$ cat config.mk
export PLATFORM = sky130hd
export DESIGN_NAME = mxe_core
export DESIGN_NICKNAME = d
export VERILOG_FILES = /design/src/hw/mxe_pkg.sv /design/src/hw/mxe_alu.sv /design/src/hw/mxe_core.sv
export SDC_FILE = /design/constraint.sdc
export NUM_CORES = 1
export LEC_CHECK = 0
export ABC_AREA = 0
export BUFFER_PORTS_ARGS = -buffer_cell sky130_fd_sc_hd__buf_4
export CAP_MARGIN = 10
export CELL_PAD_IN_SITES_DETAIL_PLACEMENT = 0
export CELL_PAD_IN_SITES_GLOBAL_PLACEMENT = 1
export CORE_ASPECT_RATIO = 0.75
export CORE_MARGIN = 4
export CORE_UTILIZATION = 39
export DETAILED_ROUTE_END_ITERATION = 8
export MAX_ROUTING_LAYER = met4
export PLACE_DENSITY = 0.84
export SLEW_MARGIN = 20
export SYNTH_ARGS = -nofsm -noshare
export SYNTH_HDL_FRONTEND = slang
export SYNTH_SLANG_ARGS = --single-unit
$ cat constraint.sdc
create_clock -name clk -period 3 [get_ports clk]
set_clock_uncertainty 0.1 [all_clocks]
set_input_delay 0.3 -clock clk [delete_from_list [all_inputs] [get_ports clk]]
set_output_delay 0.3 -clock clk [all_outputs]
set_load 0.03 [all_outputs]
$ cat src/hw/mxe_pkg.sv
// shared types and constants for the instruction execution block
// Behaviour
// - plain right rotate, one cycle, no flags
// - right rotate through carry, updates carry only
// - plain left rotate, one cycle, no flags
// - left rotate through carry, updates carry only
// - moves take one cycle, no flags
// - bit and byte set/clear, one cycle
// - jump, call, returns take two cycles
// - skip if byte zero, optional accumulator load
// - skip on selected bit zero or nonzero
// - increment/decrement and skip when result zero
// - skip taken costs two cycles, else one
// - writing counter low byte costs two cycles
// - table read two cycles, high to table register
// - nibble swap one cycle, in place or accumulator
// - power down one cycle, touches timeout/sleep flags
// - preclear pair clears flags only when consecutive
// - power down halts, clears watchdog, sets sleep
// - single watchdog clear clears both flags
// - call pushes return address, loads target
`default_nettype none
package mxe_pkg;
  localparam int PC_W = 10;
  localparam int DA_W = 6;
  localparam logic [PC_W-1:0] PC_RESET = 10'h000;
  localparam logic [7:0] BYTE_ZERO = 8'h00;
  localparam logic [7:0] BYTE_ONES = 8'hff;
  localparam logic [7:0] PCL_ADDR  = 8'h06;
  localparam logic [PC_W-1:0] LAST_PAGE = 10'h300;
  localparam int PAGE_W = 8;
  localparam int STACK_N = 2;

  typedef enum logic [4:0] {
    MXE_NO_OPERATION           = 5'h00,
    MXE_ROTATE_RIGHT           = 5'h01,
    MXE_ROTATE_RIGHT_VIA_CARRY = 5'h02,
    MXE_ROTATE_LEFT            = 5'h03,
    MXE_ROTATE_LEFT_VIA_CARRY  = 5'h04,
    MXE_COPY_MEM_TO_ACC        = 5'h05,
    MXE_COPY_ACC_TO_MEM        = 5'h06,
    MXE_COPY_LIT_TO_ACC        = 5'h07,
    MXE_BIT_CLEAR              = 5'h08,
    MXE_BIT_SET                = 5'h09,
    MXE_BYTE_CLEAR             = 5'h0a,
    MXE_BYTE_SET               = 5'h0b,
    MXE_UNCONDITIONAL_JUMP     = 5'h0c,
    MXE_CALL                   = 5'h0d,
    MXE_SUBROUTINE_EXIT        = 5'h0e,
    MXE_SUBROUTINE_EXIT_LIT    = 5'h0f,
    MXE_INTERRUPT_EXIT         = 5'h10,
    MXE_SKIP_ON_ZERO           = 5'h11,
    MXE_SKIP_ON_ZERO_BIT       = 5'h12,
    MXE_SKIP_ON_NONZERO_BIT    = 5'h13,
    MXE_INCREMENT_SKIP_ZERO    = 5'h14,
    MXE_DECREMENT_SKIP_ZERO    = 5'h15,
    MXE_TABLE_READ_CURRENT     = 5'h16,
    MXE_TABLE_READ_LAST        = 5'h17,
    MXE_NIBBLE_EXCHANGE        = 5'h18,
    MXE_WATCHDOG_CLEAR         = 5'h19,
    MXE_WATCHDOG_PRECLEAR_1    = 5'h1a,
    MXE_WATCHDOG_PRECLEAR_2    = 5'h1b,
    MXE_POWER_DOWN             = 5'h1c
  } mxe_op_t;

  // decoded instruction presented by the fetch stage
  typedef struct packed {
    mxe_op_t         op;
    logic            to_acc;
    logic [2:0]      bit_sel;
    logic [DA_W-1:0] addr;
    logic [7:0]      lit;
    logic [PC_W-1:0] target;
  } mxe_instr_t;

  // data memory write request
  typedef struct packed {
    logic            en;
    logic [DA_W-1:0] addr;
    logic [7:0]      data;
  } mxe_mem_wr_t;

  typedef struct packed {
    logic timeout_flag;
    logic sleep_flag;
    logic carry;
  } mxe_flags_t;
endpackage
`default_nettype wire

$ cat src/hw/mxe_alu.sv
// combinational data path for rotate, swap, bit and count operations
`default_nettype none
module mxe_alu (
  // operands
  input  wire mxe_pkg::mxe_op_t op,
  input  wire logic [7:0]       mem_val,
  input  wire logic [7:0]       acc_val,
  input  wire logic [7:0]       lit,
  input  wire logic [2:0]       bit_sel,
  input  wire logic             carry_in,
  // results
  output logic [7:0]            result,
  output logic                  carry_out,
  output logic                  bit_val
);
  wire [7:0] bit_mask = 8'h01 << bit_sel;
  wire [7:0] rr_val   = {mem_val[0], mem_val[7:1]};
  wire [7:0] rl_val   = {mem_val[6:0], mem_val[7]};
  wire [7:0] rrc_val  = {carry_in, mem_val[7:1]};
  wire [7:0] rlc_val  = {mem_val[6:0], carry_in};
  wire [7:0] inc_val  = 8'(mem_val + 8'h01);
  wire [7:0] dec_val  = 8'(mem_val - 8'h01);

  assign bit_val = |(mem_val & bit_mask);

  always_comb begin
    carry_out = carry_in;
    case (op)
      mxe_pkg::MXE_ROTATE_RIGHT:           result = rr_val;
      mxe_pkg::MXE_ROTATE_RIGHT_VIA_CARRY: begin
        result    = rrc_val;
        carry_out = mem_val[0];
      end
      mxe_pkg::MXE_ROTATE_LEFT:            result = rl_val;
      mxe_pkg::MXE_ROTATE_LEFT_VIA_CARRY:  begin
        result    = rlc_val;
        carry_out = mem_val[7];
      end
      mxe_pkg::MXE_COPY_ACC_TO_MEM:        result = acc_val;
      mxe_pkg::MXE_COPY_LIT_TO_ACC:        result = lit;
      mxe_pkg::MXE_BIT_CLEAR:              result = mem_val & ~bit_mask;
      mxe_pkg::MXE_BIT_SET:                result = mem_val | bit_mask;
      mxe_pkg::MXE_BYTE_CLEAR:             result = mxe_pkg::BYTE_ZERO;
      mxe_pkg::MXE_BYTE_SET:               result = mxe_pkg::BYTE_ONES;
      mxe_pkg::MXE_INCREMENT_SKIP_ZERO:    result = inc_val;
      mxe_pkg::MXE_DECREMENT_SKIP_ZERO:    result = dec_val;
      mxe_pkg::MXE_NIBBLE_EXCHANGE:        result = {mem_val[3:0], mem_val[7:4]};
      default:                             result = mem_val;
    endcase
  end
endmodule
`default_nettype wire

$ cat src/hw/mxe_core.sv
// execution and timing core for rotate, move, branch, skip, table and control instructions
`default_nettype none
module mxe_core (
  // clock and reset
  input  wire logic                         clk,
  input  wire logic                         rst,
  // instruction issue
  input  wire mxe_pkg::mxe_instr_t          instr,
  input  wire logic                         instr_valid,
  output logic                              instr_ready,
  // data memory
  input  wire logic [7:0]                   mem_rdata,
  output mxe_pkg::mxe_mem_wr_t              mem_wr,
  // program memory table port
  output logic [mxe_pkg::PC_W-1:0]          prog_addr,
  input  wire logic [13:0]                  prog_rdata,
  // state
  output logic [7:0]                        acc,
  output logic [mxe_pkg::PC_W-1:0]          pc,
  output logic [5:0]                        table_high_byte,
  output mxe_pkg::mxe_flags_t               flags,
  output logic                              watchdog_clear,
  output logic                              prescaler_clear,
  output logic                              halted,
  // wake from power down and watchdog timeout event
  input  wire logic                         wake,
  input  wire logic                         timeout_event
);
  typedef enum logic [1:0] {
    MXE_EXEC  = 2'b00,
    MXE_EXTRA = 2'b01,
    MXE_SLEEP = 2'b10
  } mxe_state_t;

  mxe_state_t                 st_q, st_d;
  logic [7:0]                 acc_q, acc_d;
  logic [mxe_pkg::PC_W-1:0]   pc_q, pc_d;
  logic [5:0]                 tbh_q, tbh_d;
  mxe_pkg::mxe_flags_t        fl_q, fl_d;
  logic                       pre1_q, pre1_d;
  logic                       pre2_q, pre2_d;
  logic [mxe_pkg::PC_W-1:0]   stack_q [mxe_pkg::STACK_N];
  logic                       sp_q;
  mxe_pkg::mxe_instr_t        held_q;
  logic [7:0]                 held_mem_q;

  logic [7:0] alu_res;
  logic       alu_carry;
  logic       alu_bit;

  mxe_alu u_alu (
    .op        (instr.op),
    .mem_val   (mem_rdata),
    .acc_val   (acc_q),
    .lit       (instr.lit),
    .bit_sel   (instr.bit_sel),
    .carry_in  (fl_q.carry),
    .result    (alu_res),
    .carry_out (alu_carry),
    .bit_val   (alu_bit)
  );

  // decode
  wire exec     = (st_q == MXE_EXEC) && instr_valid;
  wire op_skipz = instr.op == mxe_pkg::MXE_SKIP_ON_ZERO;
  wire op_inc   = instr.op == mxe_pkg::MXE_INCREMENT_SKIP_ZERO;
  wire op_dec   = instr.op == mxe_pkg::MXE_DECREMENT_SKIP_ZERO;
  wire op_bitz  = instr.op == mxe_pkg::MXE_SKIP_ON_ZERO_BIT;
  wire op_bitnz = instr.op == mxe_pkg::MXE_SKIP_ON_NONZERO_BIT;
  wire op_table = instr.op == mxe_pkg::MXE_TABLE_READ_CURRENT ||
                  instr.op == mxe_pkg::MXE_TABLE_READ_LAST;
  wire op_rot   = instr.op inside {mxe_pkg::MXE_ROTATE_RIGHT, mxe_pkg::MXE_ROTATE_RIGHT_VIA_CARRY,
                                   mxe_pkg::MXE_ROTATE_LEFT, mxe_pkg::MXE_ROTATE_LEFT_VIA_CARRY,
                                   mxe_pkg::MXE_NIBBLE_EXCHANGE};
  wire op_rotc  = instr.op inside {mxe_pkg::MXE_ROTATE_RIGHT_VIA_CARRY,
                                   mxe_pkg::MXE_ROTATE_LEFT_VIA_CARRY};
  wire op_mwr   = instr.op inside {mxe_pkg::MXE_COPY_ACC_TO_MEM, mxe_pkg::MXE_BIT_CLEAR,
                                   mxe_pkg::MXE_BIT_SET, mxe_pkg::MXE_BYTE_CLEAR,
                                   mxe_pkg::MXE_BYTE_SET};
  wire op_branch = instr.op inside {mxe_pkg::MXE_UNCONDITIONAL_JUMP, mxe_pkg::MXE_CALL,
                                    mxe_pkg::MXE_SUBROUTINE_EXIT, mxe_pkg::MXE_SUBROUTINE_EXIT_LIT,
                                    mxe_pkg::MXE_INTERRUPT_EXIT};
  wire op_pre1  = instr.op == mxe_pkg::MXE_WATCHDOG_PRECLEAR_1;
  wire op_pre2  = instr.op == mxe_pkg::MXE_WATCHDOG_PRECLEAR_2;

  // skip conditions
  wire skip_hit = (op_skipz && mem_rdata == mxe_pkg::BYTE_ZERO) ||
                  ((op_inc || op_dec) && alu_res == mxe_pkg::BYTE_ZERO) ||
                  (op_bitz && !alu_bit) ||
                  (op_bitnz && alu_bit);

  // memory-destination write of the counter low byte
  wire mem_dest = (op_rot && !instr.to_acc) || ((op_inc || op_dec) && !instr.to_acc) || op_mwr;
  wire pcl_hit  = exec && mem_dest && ({2'b00, instr.addr} == mxe_pkg::PCL_ADDR);
  wire two_cyc  = exec && (skip_hit || op_branch || op_table || pcl_hit);

  wire [mxe_pkg::PC_W-1:0] pc_inc    = mxe_pkg::PC_W'(pc_q + 1'b1);
  wire [mxe_pkg::PC_W-1:0] page_base = (held_q.op == mxe_pkg::MXE_TABLE_READ_LAST) ?
                                       mxe_pkg::LAST_PAGE :
                                       {pc_q[mxe_pkg::PC_W-1:mxe_pkg::PAGE_W], mxe_pkg::PAGE_W'(0)};
  wire in_extra = st_q == MXE_EXTRA;
  wire tbl_fin  = in_extra && (held_q.op == mxe_pkg::MXE_TABLE_READ_CURRENT ||
                               held_q.op == mxe_pkg::MXE_TABLE_READ_LAST);

  assign instr_ready = st_q == MXE_EXEC;
  assign prog_addr   = page_base | {2'b00, held_mem_q};
  assign acc         = acc_q;
  assign pc          = pc_q;
  assign table_high_byte = tbh_q;
  assign flags       = fl_q;
  assign halted      = st_q == MXE_SLEEP;

  always_comb begin
    st_d   = st_q;
    acc_d  = acc_q;
    pc_d   = pc_q;
    tbh_d  = tbh_q;
    fl_d   = fl_q;
    pre1_d = pre1_q;
    pre2_d = pre2_q;
    mem_wr = '0;
    watchdog_clear  = 1'b0;
    prescaler_clear = 1'b0;
    if (timeout_event) begin
      fl_d.timeout_flag = 1'b1;
    end
    case (st_q)
      MXE_EXEC: begin
        if (instr_valid) begin
          pc_d = pc_inc;
          if (two_cyc) begin
            st_d = MXE_EXTRA;
          end
          if (op_rotc) begin
            fl_d.carry = alu_carry;
          end
          if ((op_rot || op_inc || op_dec) && instr.to_acc) begin
            acc_d = alu_res;
          end
          if (mem_dest) begin
            mem_wr = '{en: 1'b1, addr: instr.addr, data: alu_res};
          end
          if (op_skipz && instr.to_acc) begin
            acc_d = mem_rdata;
          end
          case (instr.op)
            mxe_pkg::MXE_COPY_MEM_TO_ACC: acc_d = mem_rdata;
            mxe_pkg::MXE_COPY_LIT_TO_ACC: acc_d = instr.lit;
            mxe_pkg::MXE_UNCONDITIONAL_JUMP: pc_d = instr.target;
            mxe_pkg::MXE_CALL: pc_d = instr.target;
            mxe_pkg::MXE_SUBROUTINE_EXIT,
            mxe_pkg::MXE_INTERRUPT_EXIT: pc_d = stack_q[sp_q - 1'b1];
            mxe_pkg::MXE_SUBROUTINE_EXIT_LIT: begin
              pc_d  = stack_q[sp_q - 1'b1];
              acc_d = instr.lit;
            end
            mxe_pkg::MXE_WATCHDOG_CLEAR: begin
              fl_d.timeout_flag = 1'b0;
              fl_d.sleep_flag   = 1'b0;
              watchdog_clear    = 1'b1;
              pre1_d = 1'b0;
              pre2_d = 1'b0;
            end
            mxe_pkg::MXE_POWER_DOWN: begin
              fl_d.timeout_flag = 1'b0;
              fl_d.sleep_flag   = 1'b1;
              watchdog_clear    = 1'b1;
              prescaler_clear   = 1'b1;
              st_d = MXE_SLEEP;
            end
            default: ;
          endcase
          // pair must alternate; a repeat of one half has no effect
          if (op_pre1) begin
            if (pre2_q) begin
              fl_d.timeout_flag = 1'b0;
              fl_d.sleep_flag   = 1'b0;
              watchdog_clear    = 1'b1;
              pre2_d = 1'b0;
            end else begin
              pre1_d = 1'b1;
            end
          end else if (op_pre2) begin
            if (pre1_q) begin
              fl_d.timeout_flag = 1'b0;
              fl_d.sleep_flag   = 1'b0;
              watchdog_clear    = 1'b1;
              pre1_d = 1'b0;
            end else begin
              pre2_d = 1'b1;
            end
          end else begin
            pre1_d = 1'b0;
            pre2_d = 1'b0;
          end
          if (pcl_hit) begin
            pc_d = {pc_q[mxe_pkg::PC_W-1:8], alu_res};
          end
        end
      end
      MXE_EXTRA: begin
        st_d = MXE_EXEC;
        if (tbl_fin) begin
          tbh_d  = prog_rdata[13:8];
          mem_wr = '{en: 1'b1, addr: held_q.addr, data: prog_rdata[7:0]};
        end
      end
      MXE_SLEEP: begin
        if (wake) begin
          st_d = MXE_EXEC;
        end
      end
      default: st_d = MXE_EXEC;
    endcase
  end

  always_ff @(posedge clk) begin
    if (rst) begin
      st_q   <= MXE_EXEC;
      acc_q  <= mxe_pkg::BYTE_ZERO;
      pc_q   <= mxe_pkg::PC_RESET;
      tbh_q  <= '0;
      fl_q   <= '0;
      pre1_q <= 1'b0;
      pre2_q <= 1'b0;
    end else begin
      st_q   <= st_d;
      acc_q  <= acc_d;
      pc_q   <= pc_d;
      tbh_q  <= tbh_d;
      fl_q   <= fl_d;
      pre1_q <= pre1_d;
      pre2_q <= pre2_d;
    end
  end

  // return stack and held operand for the second cycle
  always_ff @(posedge clk) begin
    if (rst) begin
      sp_q       <= 1'b0;
      held_q     <= '0;
      held_mem_q <= mxe_pkg::BYTE_ZERO;
      for (int i = 0; i < mxe_pkg::STACK_N; i++) begin
        stack_q[i] <= mxe_pkg::PC_RESET;
      end
    end else if (exec) begin
      held_q     <= instr;
      held_mem_q <= mem_rdata;
      if (instr.op == mxe_pkg::MXE_CALL) begin
        stack_q[sp_q] <= pc_inc;
        sp_q          <= sp_q + 1'b1;
      end else if (instr.op inside {mxe_pkg::MXE_SUBROUTINE_EXIT, mxe_pkg::MXE_SUBROUTINE_EXIT_LIT,
                                    mxe_pkg::MXE_INTERRUPT_EXIT}) begin
        sp_q <= sp_q - 1'b1;
      end
    end
  end
endmodule
`default_nettype wire

==> results.sh <==
export IMPL_tns_ns=0
export IMPL_die_area_sq_um=14000
export IMPL_die_w_um=136
export IMPL_num_rows=34
export IMPL_finalSetupViolCount=0
export IMPL_maxCapViolations=0
export IMPL_fin_nets=774
export IMPL_yosysWarnings=0
export IMPL_clk_latency_ns=0.34
export IMPL_cts_root_buf="clkbuf_16"
export IMPL_postCtsSetupBuffers=0
export IMPL_drt_iter0_drc=357
export IMPL_wl_mm=17.0
export IMPL_grt_pass1_vias=4986
export IMPL_rsz0062_at_grt="no"
export IMPL_p_leak_nw=2.49
export IMPL_netlist_area_sq_um=4760
export IMPL_io_buffer_count=115
export IMPL_gr_usage_all_layers=0.246
export IMPL_postPlaceCellArea_sq_um=5900
export IMPL_die_h_um=104
export IMPL_post_route_min_period_ns=2.88
export IMPL_drtPass1Iterations=5
export IMPL_end_kind="output port"
export IMPL_final_cell_mix="buf_4, nand2_1, nor2_1, dfxtp_1, a21oi_1"
export IMPL_drive_gt1_frac=0.257
export IMPL_grt_pass1_wl_mm=26.8
export IMPL_slowest_delay_ns=0.32
export IMPL_async_flop_share=0
export IMPL_start_util=0.405
export IMPL_worstPathArrival_ns=2.48
export IMPL_ctsResizeCount=0
export IMPL_place_ws_ns=0.169
export IMPL_cts_clk_slew_worst_paths_ns=0.06
export IMPL_p_per_area_nw_per_um2=445
export IMPL_num_io_pins=116
export IMPL_final_core_util=0.529
export IMPL_path_common_cell="buf_4"
export IMPL_gr_total_overflow=0
export IMPL_wl_per_cell_um=19.3
export IMPL_period_share=0.959
export IMPL_cts_tree="built"
export IMPL_setup_slack_ns=0.123
export IMPL_clock_sinks=71
export IMPL_cp_max_fo=10
export IMPL_cpMaxStageDelayCell="and4bb_2"
export IMPL_slew_headroom=0.488
export IMPL_final_antenna_net_count=0
export IMPL_cts_buffer_depth=2
export IMPL_ys_seq_elements=71
export IMPL_gp_congestion=0.974
export IMPL_post_dp_hpwl_mm=12.5
export IMPL_final_common_cell="buf_4"
export IMPL_htreeDepth=3
export IMPL_syn_area_per_cell_sq_um=7.92
export IMPL_cp_start_kind="input port"
export IMPL_crit_type="input port to output port"
export IMPL_ir_drop_uv=280
export IMPL_synth_edf_count=20
export IMPL_yosys_most_used_dff="dfxtp_1"
export IMPL_ys_types=71
export IMPL_fmaxAchievable_mhz=348
export IMPL_synthCells=601
export IMPL_syn_nets=663
export IMPL_cts_buffers=9
export IMPL_outcome="complete, no violations"
export IMPL_worstMarginPinSlew_ns=0.768
export IMPL_antenna_found_initial=0
export IMPL_slew_violations=0
export IMPL_vias_per_cell=5.73
export IMPL_vias=5039
export IMPL_hold_viol_final=0
export IMPL_diodes=0
export IMPL_syn_to_final_growth_pct=30.5
export IMPL_grt_start_max_net_pins=55
export IMPL_cp_data_required_time_ns=2.60
export IMPL_route_detailed_drc=0
export IMPL_crit_chain="buf_4 > and4bb_2 > nand2_1 > xnor2_1 > ha_1 > nor3_1 > o2bb2ai_1 > o41a_1 > o22a_1 > a22o_1 > buf_4"
export IMPL_r2r_slack_ns=0.69
export IMPL_synth_seq_area_share=0.341
export IMPL_stdcell_area_sq_um=6210
export IMPL_cts_hold_buf=0
export IMPL_hold_path_class="input port to flip-flop"
export IMPL_coreArea_sq_um=11700
==> registers in the layout, indices dropped and copies added, names as in the netlist <==
register and flops:
stack_q 20, held_q 11, pc 10, acc 8, held_mem_q 8, table_high_byte 6
flags 3, st_q 2, pre1_q 1, pre2_q 1, sp_q 1
==> final cells by class <==
cell class,count,area [sq um]
clock inverter,6,67.6
inverter,10,37.5
timing repair buffer,157,1190
tap,162,203
sequential,71,1620
multi-input combinational,463,2850
fill,1168,5540
clock buffer,10,239
==> power by group <==
group          total [mW]  internal, mW  switching, mW
Combinational       0.608         0.249          0.359
Sequential           1.06          1.03         0.0320
Clock                1.09         0.669          0.425
==> Yosys cell counts (4+ instances only) <==
cell        n  area [sq um]
a22oi_1    14           105
mux2i_1    30           300
buf_2      12          60.1
edfxtp_1   20           601
inv_1      10          37.5
nand3b_1    6          45.0
and3_1      4          25.0
a31oi_1     6          37.5
buf_4       4          30.0
or3_1       6          37.5
dfxtp_1    51          1020
o221ai_1    5          43.8
nand2b_1   12          75.1
nor4_1      6          37.5
xor2_1      8          70.1
a211oi_1    5          37.5
a311oi_1    9          78.8
nor2_1     71           267
nor2b_1     7          43.8
a21oi_1    44           220
nor3b_1     6          45.0
a22o_1     13           114
buf_1       4          15.0
o2bb2ai_1   7          61.3
o21ai_0    19          95.1
nand2_1    87           327
xnor2_1     4          35.0
nor3_1     14          70.1
nand3_1    14          70.1
clkbuf_1   36           135
a221o_1     5          50.1
==> per-layer routing <==
layer	track usage	vias to the layer above	part of all wire	routed length (um)
met4	0.0633	0	0.017	289
li1	-	2416	-	-
met5	-	-	0	0
met1	0.332	2369	0.46	7830
met3	0.0698	29	0.084	1430
met2	0.362	225	0.44	7420
==> cell families (layout without fill, tap and decap cells) <==
logic type	after synthesis	after routing	synth area share
adder cells (fa/ha/maj)	2	2	0.00526
XOR/XNOR	12	12	0.0221
multiplexers	31	31	0.0655
flip-flops	71	71	0.341
AO/OA/AOI/OAI	166	166	0.251
AND/OR/NAND/NOR	252	252	0.254
buffers and inverters	67	183	0.0608
==> critical path: cells and delay by family <==
family	cells	cell delay, ns
buf+inv	2	0.32
xor+xnor	1	0.17
compound gates	4	0.91
fa+ha+maj	1	0.27
simple gates	3	0.51
==> final timing paths <==
| path | start | to | cells after the start |
|---|---|---|---|
| setup / recovery | instr[31] | mem_wr[6] | 11 |
| hold / removal | prog_rdata[10] | table_high_byte[2] | 3 |
| setup reg to reg | st_q[0] | stack_q[0][4] | 5 |
| hold reg to reg | held_q[31] | held_q[31] | 2 |
==> per-stage QoR <==
stage	hold slack, ns	power [mW]	std cells
6_report	0.0951	2.76	879
4_1_cts	0.0858	2.78	879
3_5_place_dp	0.347	1.67	863
5_1_grt	0.0979	2.88	879
3_3_place_gp	0.341	1.67	863
2_1_floorplan	0.332	1.42	601
(Power assumes the default switching activity.)
